## config.mk

```make
export PLATFORM = sky130hd
export DESIGN_NAME = psm_status_pins
export DESIGN_NICKNAME = d
export VERILOG_FILES = /design/src/common/psm_pkg.sv /design/src/common/psm_ev_if.sv /design/src/hdl/psm_code_encoder.sv /design/src/hdl/psm_status_pins.sv
export SDC_FILE = /design/constraint.sdc
export NUM_CORES = 1
export LEC_CHECK = 0
export ABC_AREA = 1
export BUFFER_PORTS_ARGS = -buffer_cell sky130_fd_sc_hd__buf_2
export CORE_UTILIZATION = 56
export DETAILED_ROUTE_END_ITERATION = 8
export PLACE_DENSITY = 0.9
export SETUP_SLACK_MARGIN = 0.05
export SLEW_MARGIN = 5
export SYNTH_ARGS = -nofsm -noshare
export SYNTH_HDL_FRONTEND = slang
export SYNTH_HIERARCHICAL = 1
export SYNTH_SLANG_ARGS = --single-unit
```

## constraint.sdc

```tcl
create_clock -name clk_sys -period 6.4 [get_ports clk_sys]
set_clock_uncertainty 0.2 [all_clocks]
set_input_delay 0.32 -clock clk_sys [delete_from_list [all_inputs] [get_ports clk_sys]]
set_output_delay 0.32 -clock clk_sys [all_outputs]
set_load 0.02 [all_outputs]
```

## src/common/psm_pkg.sv

```systemverilog
/*
  Shared constants and types for the processor status and mode pin block.
  Assumes one 10 MHz bus clock; pin inputs are synchronised inside the block.
*/
package psm_pkg;

  // Status codes driven on the four status pins
  localparam logic [3:0] CODE_USER_RUN   = 4'h0;
  localparam logic [3:0] CODE_USER_SRCH  = 4'h4;
  localparam logic [3:0] CODE_HALTED     = 4'h5;
  localparam logic [3:0] CODE_RESERVED   = 4'h7;
  localparam logic [3:0] CODE_SUPV_RUN   = 4'h8;
  localparam logic [3:0] CODE_SUPV_TAKEN = 4'hB;
  localparam logic [3:0] CODE_SUPV_SRCH  = 4'hC;
  localparam logic [3:0] CODE_STOPPED    = 4'hD;
  localparam logic [3:0] CODE_RET_EXC    = 4'hE;
  localparam logic [3:0] CODE_STACKING   = 4'hF;

  // Field positions inside a status code
  localparam int CODE_SUP_BIT = 3;
  localparam int CODE_GRP_BIT = 2;

  // Boundary kinds form the low two code bits
  typedef enum logic [1:0] {
    BND_NONE      = 2'h0,
    BND_END       = 2'h1,
    BND_NOT_TAKEN = 2'h2,
    BND_TAKEN     = 2'h3
  } psm_bnd_t;

  // Class of the instruction that completes
  typedef enum logic [2:0] {
    OP_OTHER,
    OP_INT_COND_BRANCH,
    OP_DECREMENT_BRANCH,
    OP_FP_COND_BRANCH,
    OP_FLOW_CHANGE
  } psm_op_t;

  localparam int          SYNC_DEPTH    = 2;
  localparam logic [1:0]  STRAP_WAIT    = 2'h2;
  localparam logic [7:0]  AUTOVEC_BASE  = 8'h18;
  localparam logic [31:0] DATA_RESET    = 32'h0000_0000;

endpackage

```

## src/common/psm_ev_if.sv

```systemverilog
/*
  Event bundle from the status sequencer to the status code encoder.
  Assumes both ends run on clk_sys; all fields are same-cycle levels.
*/
`timescale 1ns/1ps
interface psm_ev_if;
  logic              supervisor;
  logic              tableSearch;
  logic              halted;
  logic              stopped;
  logic              stacking;
  logic              retExc;
  logic              bndValid;
  logic              bndSup;
  psm_pkg::psm_bnd_t bndKind;

  modport src (output supervisor, tableSearch, halted, stopped, stacking,
               output retExc, bndValid, bndSup, bndKind);
  modport snk (input supervisor, tableSearch, halted, stopped, stacking,
               input retExc, bndValid, bndSup, bndKind);
endinterface

```

## src/hdl/psm_code_encoder.sv

```systemverilog
/*
  Status code encoder: turns the event bundle into the next status code.
  Assumes the caller registers the result before it reaches the pins.
*/
`timescale 1ns/1ps
module psm_code_encoder (
  psm_ev_if.snk       ev,
  output logic [3:0]  code
);

  function automatic logic [3:0] bndCode(input logic sup, input psm_pkg::psm_bnd_t k);
    logic [3:0] c;
    c = {2'b00, k};
    c[psm_pkg::CODE_SUP_BIT] = sup;
    return c;
  endfunction

  wire [3:0] runCode  = ev.supervisor ? psm_pkg::CODE_SUPV_RUN : psm_pkg::CODE_USER_RUN;
  wire [3:0] srchCode = ev.supervisor ? psm_pkg::CODE_SUPV_SRCH : psm_pkg::CODE_USER_SRCH;
  wire [3:0] edgeCode = bndCode(ev.bndSup, ev.bndKind);

  // Halt and stop outrank everything; a boundary code beats stacking so
  // the one-cycle code is never swallowed by a back-to-back exception.
  // state codes follow levels
  assign code = ev.halted      ? psm_pkg::CODE_HALTED   :
                ev.stopped     ? psm_pkg::CODE_STOPPED  :
                ev.bndValid    ? edgeCode               :
                ev.stacking    ? psm_pkg::CODE_STACKING :
                ev.retExc      ? psm_pkg::CODE_RET_EXC  :
                ev.tableSearch ? srchCode               :
                runCode;

endmodule

```

## src/hdl/psm_status_pins.sv

```systemverilog
/*
  Processor status and mode pin block: status code output, interrupt
  pending, autovector request, translation disable and data strobe latch.
  Assumes core event inputs are on clk_sys; pins arrive asynchronously.
*/
// Summary of operation
// - Pending output rises when recognised request level exceeds the status mask.
// - Four-bit status code changes only on the bus clock.
// - Present-state codes hold for as long as the state lasts.
// - With nothing else active, show 0 in user, 8 in supervisor.
// - Boundary codes last exactly one clock per instruction, one at a time.
// - User codes 1,2,3,4; supervisor codes 9,A,B,C for same meanings.
// - Code 5 on double-fault halt, D when stopped; 7 never driven.
// - Code F while stacking, E during return; stacking ends with code B.
// - Branch-taken code marks pending flow change, also after stacking.
// - Only integer and decrement branches give not-taken; untaken fp branch gives end.
// - Back-to-back single-clock instructions give one end code per clock.
// - Aborted instruction gives no end code; stacking then B follows.
// - Two interrupts give end, stacking, B, stacking, B.
// - Return after instruction gives end, return code, then branch-taken.
// - Translation disable stops translation but keeps cached translations.
// - Disable level caught at reset: high normal, low strobe latch mode.
// - In strobe latch mode, read data is captured on the external strobe.
`timescale 1ns/1ps
module psm_status_pins (
  input  wire logic                clk_sys,
  input  wire logic                resetn,
  input  wire logic                coreInstrEnd,
  input  wire psm_pkg::psm_op_t    coreOpClass,
  input  wire logic                coreBranchTaken,
  input  wire logic                coreAbort,
  input  wire logic                coreSupervisor,
  input  wire logic                coreTableSearch,
  input  wire logic                coreHalted,
  input  wire logic                coreStopped,
  input  wire logic                coreStacking,
  input  wire logic                coreRetExc,
  input  wire logic [2:0]          statusWordMask,
  input  wire logic                coreIntAck,
  input  wire logic                coreReadCycle,
  input  wire logic [2:0]          irqLevelInN,
  input  wire logic                autoVectorReqN,
  input  wire logic                transferAckN,
  input  wire logic                xlateDisableN,
  input  wire logic                readDataStrobe,
  input  wire logic [31:0]         dataIn,
  output logic [3:0]               procStateCode,
  output logic                     irqPendingOut,
  output logic [2:0]               irqLevel,
  output logic                     autoVecTake,
  output logic [7:0]               autoVecNum,
  output logic                     xlateEnable,
  output logic                     strobeLatchMode,
  output logic [31:0]              readData,
  output logic                     readDataValid
);

  typedef enum logic [1:0] {SEQ_IDLE, SEQ_STACK, SEQ_RET} psm_seq_t;

  // Reset release through two flops
  logic       rstS1_q;
  logic       rstN;
  always_ff @(posedge clk_sys or negedge resetn) begin
    if (!resetn) begin
      rstS1_q <= 1'b0;
      rstN    <= 1'b0;
    end else begin
      rstS1_q <= 1'b1;
      rstN    <= rstS1_q;
    end
  end

  // Pin synchronisers; stage one feeds stage two only
  logic [2:0]  irqS1_q, irqS2_q;
  logic        avecS1_q, avecS2_q;
  logic        ackS1_q, ackS2_q;
  logic        xdisS1_q, xdisS2_q;
  logic        strbS1_q, strbS2_q, strbS3_q;
  logic [31:0] dataS1_q, dataS2_q;
  always_ff @(posedge clk_sys or negedge rstN) begin
    if (!rstN) begin
      irqS1_q  <= 3'h7;
      irqS2_q  <= 3'h7;
      avecS1_q <= 1'b1;
      avecS2_q <= 1'b1;
      ackS1_q  <= 1'b1;
      ackS2_q  <= 1'b1;
      xdisS1_q <= 1'b1;
      xdisS2_q <= 1'b1;
      strbS1_q <= 1'b0;
      strbS2_q <= 1'b0;
      strbS3_q <= 1'b0;
      dataS1_q <= psm_pkg::DATA_RESET;
      dataS2_q <= psm_pkg::DATA_RESET;
    end else begin
      irqS1_q  <= irqLevelInN;
      irqS2_q  <= irqS1_q;
      avecS1_q <= autoVectorReqN;
      avecS2_q <= avecS1_q;
      ackS1_q  <= transferAckN;
      ackS2_q  <= ackS1_q;
      xdisS1_q <= xlateDisableN;
      xdisS2_q <= xdisS1_q;
      strbS1_q <= readDataStrobe;
      strbS2_q <= strbS1_q;
      strbS3_q <= strbS2_q;
      dataS1_q <= dataIn;
      dataS2_q <= dataS1_q;
    end
  end

  wire [2:0] lvlNow   = ~irqS2_q;
  logic [2:0] lvlPrev_q;
  // A level is recognised only once two samples agree
  wire       lvlStable = (lvlNow == lvlPrev_q);
  wire       pendD     = lvlStable && (lvlNow > statusWordMask);

  wire ackOn  = ~ackS2_q;
  wire avecOn = ~avecS2_q;
  // autovector is only honoured with acknowledge in an ack cycle
  wire avecHit = coreIntAck && ackOn && avecOn;

  // Strap capture after the synchronisers have filled
  logic [1:0] strapCnt_q;
  logic       strapDone_q;
  wire        strapNow = !strapDone_q && (strapCnt_q == psm_pkg::STRAP_WAIT);

  wire strbRise   = strbS2_q && !strbS3_q;
  // strobe edge or clock-edge sample, chosen by the strap
  wire capStrobe  = strobeLatchMode && coreReadCycle && strbRise;
  wire capNormal  = !strobeLatchMode && coreReadCycle && ackOn;
  wire capture    = capStrobe || capNormal;

  // Sequencer for the virtual jump after stacking and return
  psm_seq_t seq_q, seq_d;
  wire stackExit = (seq_q == SEQ_STACK) && !coreStacking;
  wire retExit   = (seq_q == SEQ_RET) && !coreRetExc;
  wire seqExit   = stackExit || retExit;

  always_comb begin
    seq_d = seq_q;
    case (seq_q)
      SEQ_IDLE: begin
        if (coreStacking) begin
          seq_d = SEQ_STACK;
        end else if (coreRetExc) begin
          seq_d = SEQ_RET;
        end
      end
      SEQ_STACK: begin
        if (!coreStacking) begin
          seq_d = coreRetExc ? SEQ_RET : SEQ_IDLE;
        end
      end
      SEQ_RET: begin
        if (!coreRetExc) begin
          seq_d = coreStacking ? SEQ_STACK : SEQ_IDLE;
        end
      end
      default: seq_d = SEQ_IDLE;
    endcase
  end

  // only integer and decrement branches report not-taken
  function automatic psm_pkg::psm_bnd_t kindOf(input psm_pkg::psm_op_t op,
                                               input logic taken);
    psm_pkg::psm_bnd_t k;
    k = psm_pkg::BND_END;
    case (op)
      psm_pkg::OP_INT_COND_BRANCH,
      psm_pkg::OP_DECREMENT_BRANCH: begin
        k = taken ? psm_pkg::BND_TAKEN : psm_pkg::BND_NOT_TAKEN;
      end
      psm_pkg::OP_FP_COND_BRANCH: begin
        k = taken ? psm_pkg::BND_TAKEN : psm_pkg::BND_END;
      end
      psm_pkg::OP_FLOW_CHANGE: k = psm_pkg::BND_TAKEN;
      default: k = psm_pkg::BND_END;
    endcase
    return k;
  endfunction

  // an aborted instruction never reaches its end code
  wire instrDone = coreInstrEnd && !coreAbort;

  psm_ev_if ev ();
  assign ev.supervisor  = coreSupervisor;
  assign ev.tableSearch = coreTableSearch;
  assign ev.halted      = coreHalted;
  assign ev.stopped     = coreStopped;
  assign ev.stacking    = coreStacking;
  assign ev.retExc      = coreRetExc;
  // stacking and return both finish with supervisor branch-taken
  // the exit acts as a jump into the handler
  assign ev.bndValid    = seqExit || instrDone;
  assign ev.bndSup      = seqExit ? 1'b1 : coreSupervisor;
  assign ev.bndKind     = seqExit ? psm_pkg::BND_TAKEN : kindOf(coreOpClass, coreBranchTaken);

  wire [3:0] encCode;
  psm_code_encoder u_enc (
    .ev   (ev),
    .code (encCode)
  );

  always_ff @(posedge clk_sys or negedge rstN) begin
    if (!rstN) begin
      procStateCode <= psm_pkg::CODE_USER_RUN;
      seq_q         <= SEQ_IDLE;
    end else begin
      procStateCode <= encCode;
      seq_q         <= seq_d;
    end
  end

  always_ff @(posedge clk_sys or negedge rstN) begin
    if (!rstN) begin
      lvlPrev_q     <= 3'h0;
      irqPendingOut <= 1'b0;
      irqLevel      <= 3'h0;
      autoVecTake   <= 1'b0;
      autoVecNum    <= 8'h00;
    end else begin
      lvlPrev_q     <= lvlNow;
      irqPendingOut <= pendD;
      if (lvlStable) begin
        irqLevel <= lvlNow;
      end
      autoVecTake <= avecHit;
      if (avecHit) begin
        autoVecNum <= psm_pkg::AUTOVEC_BASE + {5'h00, irqLevel};
      end
    end
  end

  // strap latched once after reset, then frozen
  always_ff @(posedge clk_sys or negedge rstN) begin
    if (!rstN) begin
      strapCnt_q      <= 2'h0;
      strapDone_q     <= 1'b0;
      strobeLatchMode <= 1'b0;
    end else begin
      if (!strapDone_q) begin
        strapCnt_q <= strapCnt_q + 2'h1;
      end
      if (strapNow) begin
        strapDone_q     <= 1'b1;
        strobeLatchMode <= ~xdisS2_q;
      end
    end
  end

  // no flush is issued; cached entries just go unused while low
  always_ff @(posedge clk_sys or negedge rstN) begin
    if (!rstN) begin
      xlateEnable <= 1'b0;
    end else begin
      xlateEnable <= strapDone_q && xdisS2_q;
    end
  end

  always_ff @(posedge clk_sys or negedge rstN) begin
    if (!rstN) begin
      readData      <= psm_pkg::DATA_RESET;
      readDataValid <= 1'b0;
    end else begin
      readDataValid <= capture;
      if (capture) begin
        readData <= dataS2_q;
      end
    end
  end

  wire quiet = !coreHalted && !coreStopped;
  wire plainRun = quiet && !coreStacking && !coreRetExc && !coreTableSearch
                  && !seqExit && !instrDone;
endmodule

```

==> results of run 1 <==
==> per-layer routing <==
| metal | part of all wire | GRT usage | up-vias |
|---|---|---|---|
| met4 | 0.017 | 0.0992 | 0 |
| li1 | - | - | 1437 |
| met1 | 0.38 | 0.285 | 1546 |
| met2 | 0.55 | 0.485 | 131 |
| met3 | 0.059 | 0.0838 | 17 |
| met5 | 0 | 0 | - |
==> stage by stage <==
step                      std cells  setup WS, ns  utilization
after global routing            632          3.62        0.796
after floorplan                 353          2.12            -
after detailed placement        549          4.41        0.654
final                           632          3.75        0.796
after global placement          549          4.46        0.654
after CTS                       632          4.01        0.796
==> worst max-delay path, delay by kind of cell <==
kind / cells / cell delay [ns]
and+or+nand+nor: 4 / 0.47
buffers and inverters: 3 / 1.24
AOI/OAI and AO/OA: 3 / 0.82
==> cell usage in the layout (no fill, tap or decap) <==
master / Yosys / layout
a21boi_1: 1 / 1
a21oi_1: 3 / 3
a21oi_2: 1 / 1
a31oi_1: 1 / 1
buf_2: 6 / 106
buf_4: 7 / 1
bufinv_16: 0 / 2
clkbuf_16: 0 / 16
clkbuf_8: 0 / 2
clkinv_2: 0 / 1
clkinv_4: 0 / 2
clkinvlp_4: 0 / 1
conb_1: 2 / 4
dfrtp_1: 125 / 124
dfrtp_4: 0 / 1
dfstp_2: 12 / 12
dlygate4sd3_1: 0 / 51
ha_1: 4 / 4
inv_1: 21 / 21
inv_6: 0 / 8
nand2_1: 102 / 102
nand2_4: 1 / 1
nand3_1: 38 / 38
nand3b_4: 1 / 1
nand4_1: 3 / 3
nand4_4: 1 / 1
nor2_1: 10 / 10
o21a_1: 2 / 2
o21ai_0: 5 / 5
o21ai_2: 1 / 1
or2_2: 3 / 3
xnor2_1: 1 / 1
==> state kept, by name, summed over array words and instances (netlist names), 2 cells and up <==
signal,flops
irqLevel,3
dataS1_q,32
readData,32
irqS1_q,3
irqS2_q,3
strapCnt_q,2
procStateCode,4
seq_q,2
autoVecNum,4
lvlPrev_q,3
dataS2_q,32
==> worst paths after layout <==
path | from | end | slack, ns | cells after the start
max in group asynchronous | rstN | dataS1_q[26] | 4.46 | 1
max reg2reg | seq_q[1] | procStateCode[3] | 3.81 | 8
min in group asynchronous | rstN | dataS1_q[7] | 0.29 | 0
max | coreStacking | procStateCode[3] | 3.75 | 10
min | statusWordMask[0] | irqPendingOut | 0.03 | 5
min reg2reg | dataS1_q[29] | dataS2_q[29] | 0.15 | 0
==> cell families (layout without fill, tap and decap cells) <==
kind of cell             count (synthesis)  in the layout
AND/OR/NAND/NOR                        159            159
buffers and inverters                   34            211
AO/OA/AOI/OAI                           14             14
XOR/XNOR                                 1              1
other                                    2              4
flip-flops                             137            137
adder cells (fa/ha/maj)                  4              4
==> power by group <==
| part | leakage (nW) | internal, W | switching (W) |
|---|---|---|---|
| Sequential | 1.61 | 0.000945 | 0.0000477 |
| Combinational | 1.29 | 0.0000977 | 0.000155 |
| Clock | 0.288 | 0.000575 | 0.000376 |
| Total | 3.18 | 0.00162 | 0.000579 |
==> layout make-up <==
cell class / count / share of cell area
Inverter: 21 / 0.0128
Sequential cell: 137 / 0.560
Clock buffer: 18 / 0.0696
Multi-Input combinational cell: 182 / 0.140
Clock inverter: 14 / 0.0260
Timing Repair Buffer: 158 / 0.170
Tap cell: 102 / 0.0207
==> flow_summary_export.csv, run 1 <==
group,metric,value,unit
outcome,status,"finished clean",
synthesis,yosys_warnings,6,
timing,period_share,0.414,
floorplanning,rows,32,
synthesis,synthFlopType,"dfrtp_1",
cts,htreeDepth,4,
synthesis,async_reset_ff_frac,1.00,
cts,cts_setup_buffers,0,
layout,nNetsFinal,579,
grt,grt_pass1_wl,16000,microns
worst_setup_path,cp-end-kind,"flop",
floorplanning,initial_core_util,0.577,
worst_setup_path,path_max_fanout,5,
synthesis,synth_top_family_by_area,"simple AND/OR/NAND/NOR gates",
timing,max_freq,378,MHz
worst_setup_path,critPathMaxStageDelay,0.57,ns
synthesis,syn_inst,351,
floorplanning,die-area,8320,sq um
timing,hold_violations,0,
grt,overflow,0,
synthesis,synthMuxAreaShare,0,
cts,numCtsBuffers,17,
route,postRouteAntennaNets,0,
timing,period_needed,2.65,ns
synthesis,yosys.area_share.simple,0.157,
synthesis,synth_cell_types,23,
synthesis,avgSynthCellArea,12.7,sq um
cts,cts_sinks,137,
layout,seq_area,3450,sq um
cts,tritoncts,"done",
cts,clk_pin_slew_worst_paths,0.06,ns
layout,design_area,6150,sq um
layout,drive_gt1_frac,0.302,
grt,grt_pass1_vias,3360,
synthesis,synth-xor-area-share,0.00196,
route,vias,3131,
synthesis,synth_top_cell_area_share,0.702,
route,post-route-drc-count,0,
placed_design,placed_cell_area,5050,sq um
worst_setup_path,cp_cell_sequence,"dlygate4sd3_1, buf_2, nor2_1, o21ai_0, o21ai_0, nand2_1, nand2_1, nor2_1, a21oi_2, dlygate4sd3_1",
route,wl_per_cell,15.5,microns
synthesis,synth_compound_area_frac,0.0194,
cts,root_buffer,"clkbuf_8",
timing,setup_viol,0,
placed_design,place_congestion,0.765,
grt,grt_antenna_before_repair,0,
grt,grt_max_degree,79,
min_path,min_path_type,"input pin to flop",
layout,syn_to_final_growth,38.0,%
timing,tightest_slew,0.948,ns
floorplanning,fp.dieW,91.2,microns
worst_setup_path,start_kind,"input pin",
synthesis,syn-cell-area,4460,sq um
floorplanning,io-pin-count,110,
synthesis,synth_fa_ha_area_frac,0.0112,
power,peakVddDrop,0.238,mV
floorplanning,coreArea,7730,sq um
layout,multi_input_area,861,sq um
power,power_density,357,nW/um^2
synthesis,yosysSeqAreaShare,0.772,
timing,tns,0,ns
cts,clockBufferDepth,2,
layout,fillCellCount,430,
timing,max_slew_margin,0.368,
power,power,0.00220,W
timing,rsz0062_at_grt,"no",
timing,finalMaxSlewViolations,0,
synthesis,post-synth-top-count-cell,"dfrtp_1",
synthesis,synth_area_leaders,"dfrtp_1 (70%), nand2_1 (8.6%), dfstp_2 (7.1%), nand3_1 (4.3%), inv_1 (1.8%)",
worst_setup_path,slowest_stage,"dlygate4sd3_1",
synthesis,ys_ff_latch,137,
route,wirelength,9820,microns
layout,diodes,0,
route,drt_iter0_markers,173,
grt,track_usage,0.265,
worst_setup_path,cp.required,6.60,ns
cts,holdBufCountCts,51,
route,drt-pass1-iter-count,4,
route,vias_per_cell,4.95,
synthesis,synthTopCellsByCount,"dfrtp_1 (125), nand2_1 (102), nand3_1 (38)",
power,p_leak,3.18,nW
synthesis,synth_edf_count,0,
placed_design,port_buffers,106,
synthesis,yosysTopAreaCell,"dfrtp_1",
worst_setup_path,critPathKind,"input pin to flop",
floorplanning,die_h,91.2,microns
placed_design,dp_hpwl,5410,microns
worst_setup_path,cp_data_arrival_time,2.84,ns
flow_run,drv_cap,0,
cts,clock_latency,0.51,ns
timing,whs,0.0298,ns
cts,post_cts_resized,0,
(Power assumes the default switching activity.)
==> run 2: changes to the inputs <==
--- a/config.mk
+++ b/config.mk
@@ -7,9 +7,9 @@
 export LEC_CHECK = 0
 export ABC_AREA = 1
 export BUFFER_PORTS_ARGS = -buffer_cell sky130_fd_sc_hd__buf_2
-export CORE_UTILIZATION = 56
+export CORE_UTILIZATION = 47
 export DETAILED_ROUTE_END_ITERATION = 8
-export PLACE_DENSITY = 0.9
+export PLACE_DENSITY = 0.82
 export SETUP_SLACK_MARGIN = 0.05
 export SLEW_MARGIN = 5
 export SYNTH_ARGS = -nofsm -noshare
==> constraint.sdc (replaced) <==
create_clock -name clk_sys -period 2.2 [get_ports clk_sys]
set_clock_uncertainty 0.2 [all_clocks]
set_input_delay 0.11 -clock clk_sys [delete_from_list [all_inputs] [get_ports clk_sys]]
set_output_delay 0.11 -clock clk_sys [all_outputs]
set_load 0.02 [all_outputs]
==> run 2 against run 1 <==
Sequential power grew to 2.9 times the previous value. Via count increased by 0.42%. Global-route usage down 5.6 points. Combinational power increased to 3.0 times the previous value. Core utilization down 11 points. First-iteration DRC count decreased by 42%. Wire length decreased by 5.0%. Highest routed layer unchanged. Sequential cell count unchanged. Cell area is 2.5% higher.
==> flow_summary_export.csv, run 2 (synthesized netlist as in run 1, its figures left out) <==
group,metric,value,unit
placed_design,dp_hpwl,5360,microns
placed_design,place_congestion,0.748,
timing,max_freq,489,MHz
layout,final_common_cell,"dfrtp_1",
worst_setup_path,rr_startpoint,"irqS2_q[2]",
worst_setup_path,r2r_slack,0.18,ns
timing,hold_violations,0,
floorplanning,die_h,99.4,microns
min_path,min_path_type,"input pin to flop",
timing,tns,0,ns
timing,finalMaxSlewViolations,0,
flow_run,drv_cap,0,
power,p_switching,0.00169,W
worst_setup_path,r2r_end,"irqPendingOut",
layout,diodes,0,
power,peakVddDrop,0.587,mV
outcome,status,"finished clean",
power,p_leak,3.24,nW
worst_setup_path,crit_start,"coreOpClass[2]",
worst_setup_path,rr_worst_depth,6,
worst_setup_path,cp.required,2.42,ns
worst_setup_path,start_kind,"input pin",
worst_setup_path,critPathKind,"input pin to flop",
grt,grt_pass1_wl,15400,microns
layout,syn_to_final_growth,41.5,%
cts,cts_setup_buffers,0,
placed_design,port_buffers,106,
layout,multi_input_area,865,sq um
power,p_seq_frac,0.449,
route,postRouteAntennaNets,0,
grt,track_usage,0.209,
floorplanning,initial_core_util,0.485,
floorplanning,rows,35,
layout,layout_common_cells,"dfrtp_1 (124), buf_2 (106), nand2_1 (102)",
cts,cts_sinks,137,
layout,fillCellCount,618,
layout,seq_area,3450,sq um
min_path,hp-start,"statusWordMask[1]",
layout,nNetsFinal,591,
timing,period_needed,2.04,ns
route,post-route-drc-count,0,
timing,setup_ws,0.156,ns
cts,clock_latency,0.50,ns
route,wirelength,9330,microns
cts,clockBufferDepth,2,
power,internal-power,0.00472,W
placed_design,pre_cts_ws,0.337,ns
worst_setup_path,cp-end-kind,"flop",
timing,whs,0.0288,ns
route,drt_iter0_markers,101,
route,vias,3144,
layout,drive_gt1_frac,0.303,
layout,reg_top3,"dataS1_q: 32 flops, dataS2_q: 32 flops, readData: 32 flops",
min_path,hold_depth,7,
grt,overflow,0,
floorplanning,io-pin-count,110,
timing,rsz0062_at_grt,"no",
cts,numCtsBuffers,17,
cts,clk_pin_slew_worst_paths,0.06,ns
grt,grt_antenna_before_repair,0,
route,drt-pass1-iter-count,4,
cts,htreeDepth,4,
timing,max_slew_margin,0.584,
floorplanning,fp.dieW,99.4,microns
route,vias_per_cell,4.81,
timing,tightest_slew,0.618,ns
floorplanning,coreArea,9200,sq um
grt,grt_pass1_vias,3347,
cts,tritoncts,"done",
power,clkPwrFrac,0.431,
power,switching_share,0.263,
grt,grt_max_degree,54,
power,power_density,1010,nW/um^2
power,p_comb_frac,0.120,
cts,root_buffer,"clkbuf_8",
timing,period_share,0.929,
worst_setup_path,path_max_fanout,2,
floorplanning,die-area,9880,sq um
worst_setup_path,cp_data_arrival_time,2.26,ns
min_path,hold_path_end,"irqPendingOut",
timing,setup_viol,0,
route,wl_per_cell,14.3,microns
[run 2: changes by cell type in the layout (fill, tap and decap cells not counted), moves of 2 or more]
cell and delta:
dlygate4sd3_1 +9, inv_8 +4, buf_12 +2, clkinv_4 -2, inv_6 -2
[run 2: through the flow]
step                      cell area, sq um  utilization  total power (W)  instances
after CTS                             6310        0.687          0.00646        654
after floorplan                       4470            -          0.00330        353
after global routing                  6310        0.686          0.00668        653
final                                 6310        0.686          0.00640        653
after detailed placement              5110        0.556          0.00359        561
after global placement                5110        0.556          0.00355        561
[run 2: layer usage]
layer,track usage,wire length (microns)
met4,0.0837,148
met3,0.0668,551
met2,0.379,5070
met5,0,0
met1,0.226,3560
[run 2: worst max-delay path, stage by stage]
cell	delay, ns
dlygate4sd3_1	0.51
buf_2	0.11
nand2_1	0.05
dlygate4sd3_1	0.56
nand3_1	0.09
dlygate4sd3_1	0.55
nand2_1	0.07
a21boi_1	0.20
[run 2: power groups by stage]
stage	clock, W	combinational, W	sequential, W
3_3_place_gp	0	0.000645	0.00291
6_report	0.00276	0.000767	0.00287
3_5_place_dp	0	0.000668	0.00292
5_1_grt	0.00294	0.000840	0.00290
4_1_cts	0.00283	0.000756	0.00288
2_1_floorplan	0	0.000203	0.00309
[run 2: what timing repair did]
item / in CTS / in global routing
setup endpoints to repair: 0 / 3
hold buffers: 61 / 0
hold endpoints to repair: 54 / 0
gates resized for setup: 0 / 2
[run 2: worst max-delay path by stage]
stage                     slack [ns]  depth (start not counted)                to
after global routing            0.08                          6     irqPendingOut
final                           0.16                          8  procStateCode[1]
after global placement          0.45                          6  procStateCode[1]
after CTS                       0.20                          8  procStateCode[0]
after detailed placement        0.34                          6  procStateCode[1]
after floorplan                 0.56                          0     autoVecNum[0]
[run 2: cell type report]
| class | count | area share |
|---|---|---|
| clock inverters | 15 | 0.0282 |
| inverters | 21 | 0.0125 |
| flip-flops and latches | 137 | 0.547 |
| multi-input cells | 182 | 0.137 |
| well taps | 111 | 0.0220 |
| repair buffers | 170 | 0.188 |
| clock buffers | 17 | 0.0657 |
==> run 3: changes to the inputs <==
--- a/config.mk
+++ b/config.mk
@@ -5,7 +5,6 @@
 export SDC_FILE = /design/constraint.sdc
 export NUM_CORES = 1
 export LEC_CHECK = 0
-export ABC_AREA = 1
 export BUFFER_PORTS_ARGS = -buffer_cell sky130_fd_sc_hd__buf_2
 export CORE_UTILIZATION = 47
 export DETAILED_ROUTE_END_ITERATION = 8
==> run 3 against run 2 <==
The run now ends with design-rule violations left. First-iteration DRC count is 52% lower. Via count is 18% lower. Synthesized cell count is 29% lower. Cell area is 0.42% lower. Synthesized area is 2.1% lower. Total power is 3.4% higher. Register-to-register slack hardly changed. Hold slack better by 0.020 ns. Setup slack better by 0.028 ns. Largest cell class unchanged.
==> flow_summary_export.csv, run 3 <==
group,metric,value,unit
outcome,status,"finished, violations left",
outcome,violations,"design-rule violations",
timing,period_share,0.916,
synthesis,synth_top_cell_area_share,0.717,
cts,tritoncts,"done",
layout,diodes,0,
cts,htreeDepth,4,
timing,setup_viol,0,
power,power_density,1050,nW/um^2
layout,finalNonFillerCells,553,
grt,overflow,0,
worst_setup_path,critPathKind,"flop to flop",
cts,cts_sinks,137,
timing,tns,0,ns
layout,drive_gt1_frac,0.440,
power,p_leak,2.98,nW
floorplanning,die_h,98.4,microns
cts,numCtsBuffers,17,
min_path,min_path_type,"input pin to flop",
floorplanning,fp.dieW,98.4,microns
timing,tightest_slew,0.658,ns
grt,track_usage,0.185,
route,postRouteAntennaNets,0,
placed_design,port_buffers,106,
cts,root_buffer,"clkbuf_8",
synthesis,syn_inst,250,
placed_design,place_inst,462,
grt,grt_pass1_wl,13400,microns
timing,period_needed,2.02,ns
route,wl_per_cell,14.6,microns
worst_setup_path,start_kind,"flop",
synthesis,syn-cell-area,4370,sq um
synthesis,synthTopCellsByCount,"dfrtp_1 (125), mux2_2 (35), dfstp_2 (12), inv_1 (12), o21ai_0 (7)",
floorplanning,die-area,9680,sq um
synthesis,post-synth-top-count-cell,"dfrtp_1",
grt,grt_pass1_vias,2852,
synthesis,yosys_warnings,6,
route,post-route-drc-count,7,
timing,rsz0062_at_grt,"no",
floorplanning,io-pin-count,110,
route,drt-pass1-iter-count,6,
layout,syn_to_final_growth,43.9,%
worst_setup_path,path_max_fanout,3,
flow_run,drv_cap,0,
power,peakVddDrop,0.537,mV
min_path,hold_depth,2,
worst_setup_path,cp.required,2.42,ns
worst_setup_path,rr_worst_depth,5,
timing,max_slew_margin,0.556,
synthesis,async_reset_ff_frac,1.00,
synthesis,synthFlopType,"dfrtp_1",
placed_design,placed_cell_area,5040,sq um
cts,clockBufferDepth,2,
route,vias,2571,
synthesis,synth_edf_count,0,
layout,final_common_cell,"dfrtp_1",
placed_design,dp_hpwl,4770,microns
floorplanning,rows,34,
route,vias_per_cell,4.65,
cts,clk_pin_slew_worst_paths,0.06,ns
timing,hold_violations,0,
route,drt_iter0_markers,48,
synthesis,synth_cell_types,33,
layout,fillCellCount,568,
floorplanning,initial_core_util,0.493,
synthesis,yosysSeqAreaShare,0.789,
worst_setup_path,cp_data_arrival_time,2.23,ns
route,wirelength,8060,microns
placed_design,place_congestion,0.727,
layout,layout_common_cells,"dfrtp_1 (124), buf_2 (106), dlygate4sd3_1 (59)",
cts,clock_latency,0.50,ns
synthesis,synth_area_leaders,"dfrtp_1 (72%), mux2_2 (9.0%), dfstp_2 (7.2%), ha_1 (1.1%), inv_1 (1.0%)",
grt,grt_max_degree,50,
layout,reg_top3,"dataS1_q: 32 flops, dataS2_q: 32 flops, readData: 32 flops",
layout,design_area,6280,sq um
floorplanning,coreArea,8850,sq um
synthesis,ys_ff_latch,137,
synthesis,avgSynthCellArea,17.5,sq um
timing,max_freq,496,MHz
grt,grt_antenna_before_repair,0,
worst_setup_path,cp-end-kind,"flop",
layout,nNetsFinal,495,
timing,finalMaxSlewViolations,0,
synthesis,yosysTopAreaCell,"dfrtp_1",
[run 3: changes by cell type after synthesis, sizes merged, moves of 4 or more]
cell / before / now
mux2: 0 / 37
nor2: 10 / 3
inv: 21 / 12
nand3: 38 / 2
nand2: 103 / 4
buf: 13 / 7
nand4: 4 / 0
[run 3: cell families after synthesis]
group	share of synthesized area
muxes	0.100
AOI/OAI and AO/OA	0.0258
adders and majority gates	0.0115
buffers and inverters	0.0249
xor gates and xnor gates	0.0100
DFF	0.789
other	0.00172
and+or+nand+nor	0.0373
[run 3: path summary, 6_finish.rpt]
path	from	to	slack, ns
worst max register to register	irqS2_q[1]	irqPendingOut	0.18
worst min register to register	rstN	seq_q[1]	0.11
min in group asynchronous	rstN	seq_q[1]	0.11
worst min-delay path	dataIn[13]	dataS1_q[13]	0.05
max in group asynchronous	rstN	irqS2_q[2]	1.00
worst max-delay path	irqS2_q[1]	irqPendingOut	0.18
[run 3: what timing repair did]
item | in CTS | in global routing
buffers inserted | 0 | 1
resized for setup | 0 | 2
endpoints found under the hold margin | 57 | 0
hold buffers | 59 | 0
endpoints found under the setup margin | 0 | 1
[run 3: through the flow]
step	util	power, W	hold WS, ns	worst slack, ns
4_1_cts	0.707	0.00667	0.0238	0.0738
3_3_place_gp	0.569	0.00362	-0.304	0.424
3_5_place_dp	0.569	0.00365	-0.303	0.306
5_1_grt	0.710	0.00689	0.0272	0.0974
6_report	0.710	0.00662	0.0487	0.184
2_1_floorplan	-	0.00335	-0.386	0.488
[run 3: critical path, stage by stage (launching register included)]
cell,delay (ns)
dfstp_2,0.53
inv_1,0.06
ha_1,0.28
and3_1,0.16
dlygate4sd3_1,0.56
a211oi_2,0.14
[run 3: area by class of cell]
class | count | area, sq um | share of cell area
clock buffers | 21 | 459 | 0.0731
clock inverters | 10 | 168 | 0.0267
inverters | 12 | 45.0 | 0.00717
multi-input cells | 96 | 838 | 0.133
flip-flops and latches | 137 | 3450 | 0.549
well taps | 108 | 135 | 0.0215
repair buffers | 169 | 1190 | 0.189
[run 3: where the power goes]
group	internal [W]	switching (W)	total, W	leakage (nW)
registers	0.00277	0.000124	0.00290	1.58
clock network	0.00193	0.000992	0.00292	0.304
logic	0.000371	0.000428	0.000799	1.09
[run 3: per-layer routing]
layer	GRT usage	vias up	routed length [microns]
met5	0	-	0
met4	0.0999	0	197
met3	0.0472	17	388
met2	0.313	92	4250
met1	0.219	1271	3230
li1	-	1191	-
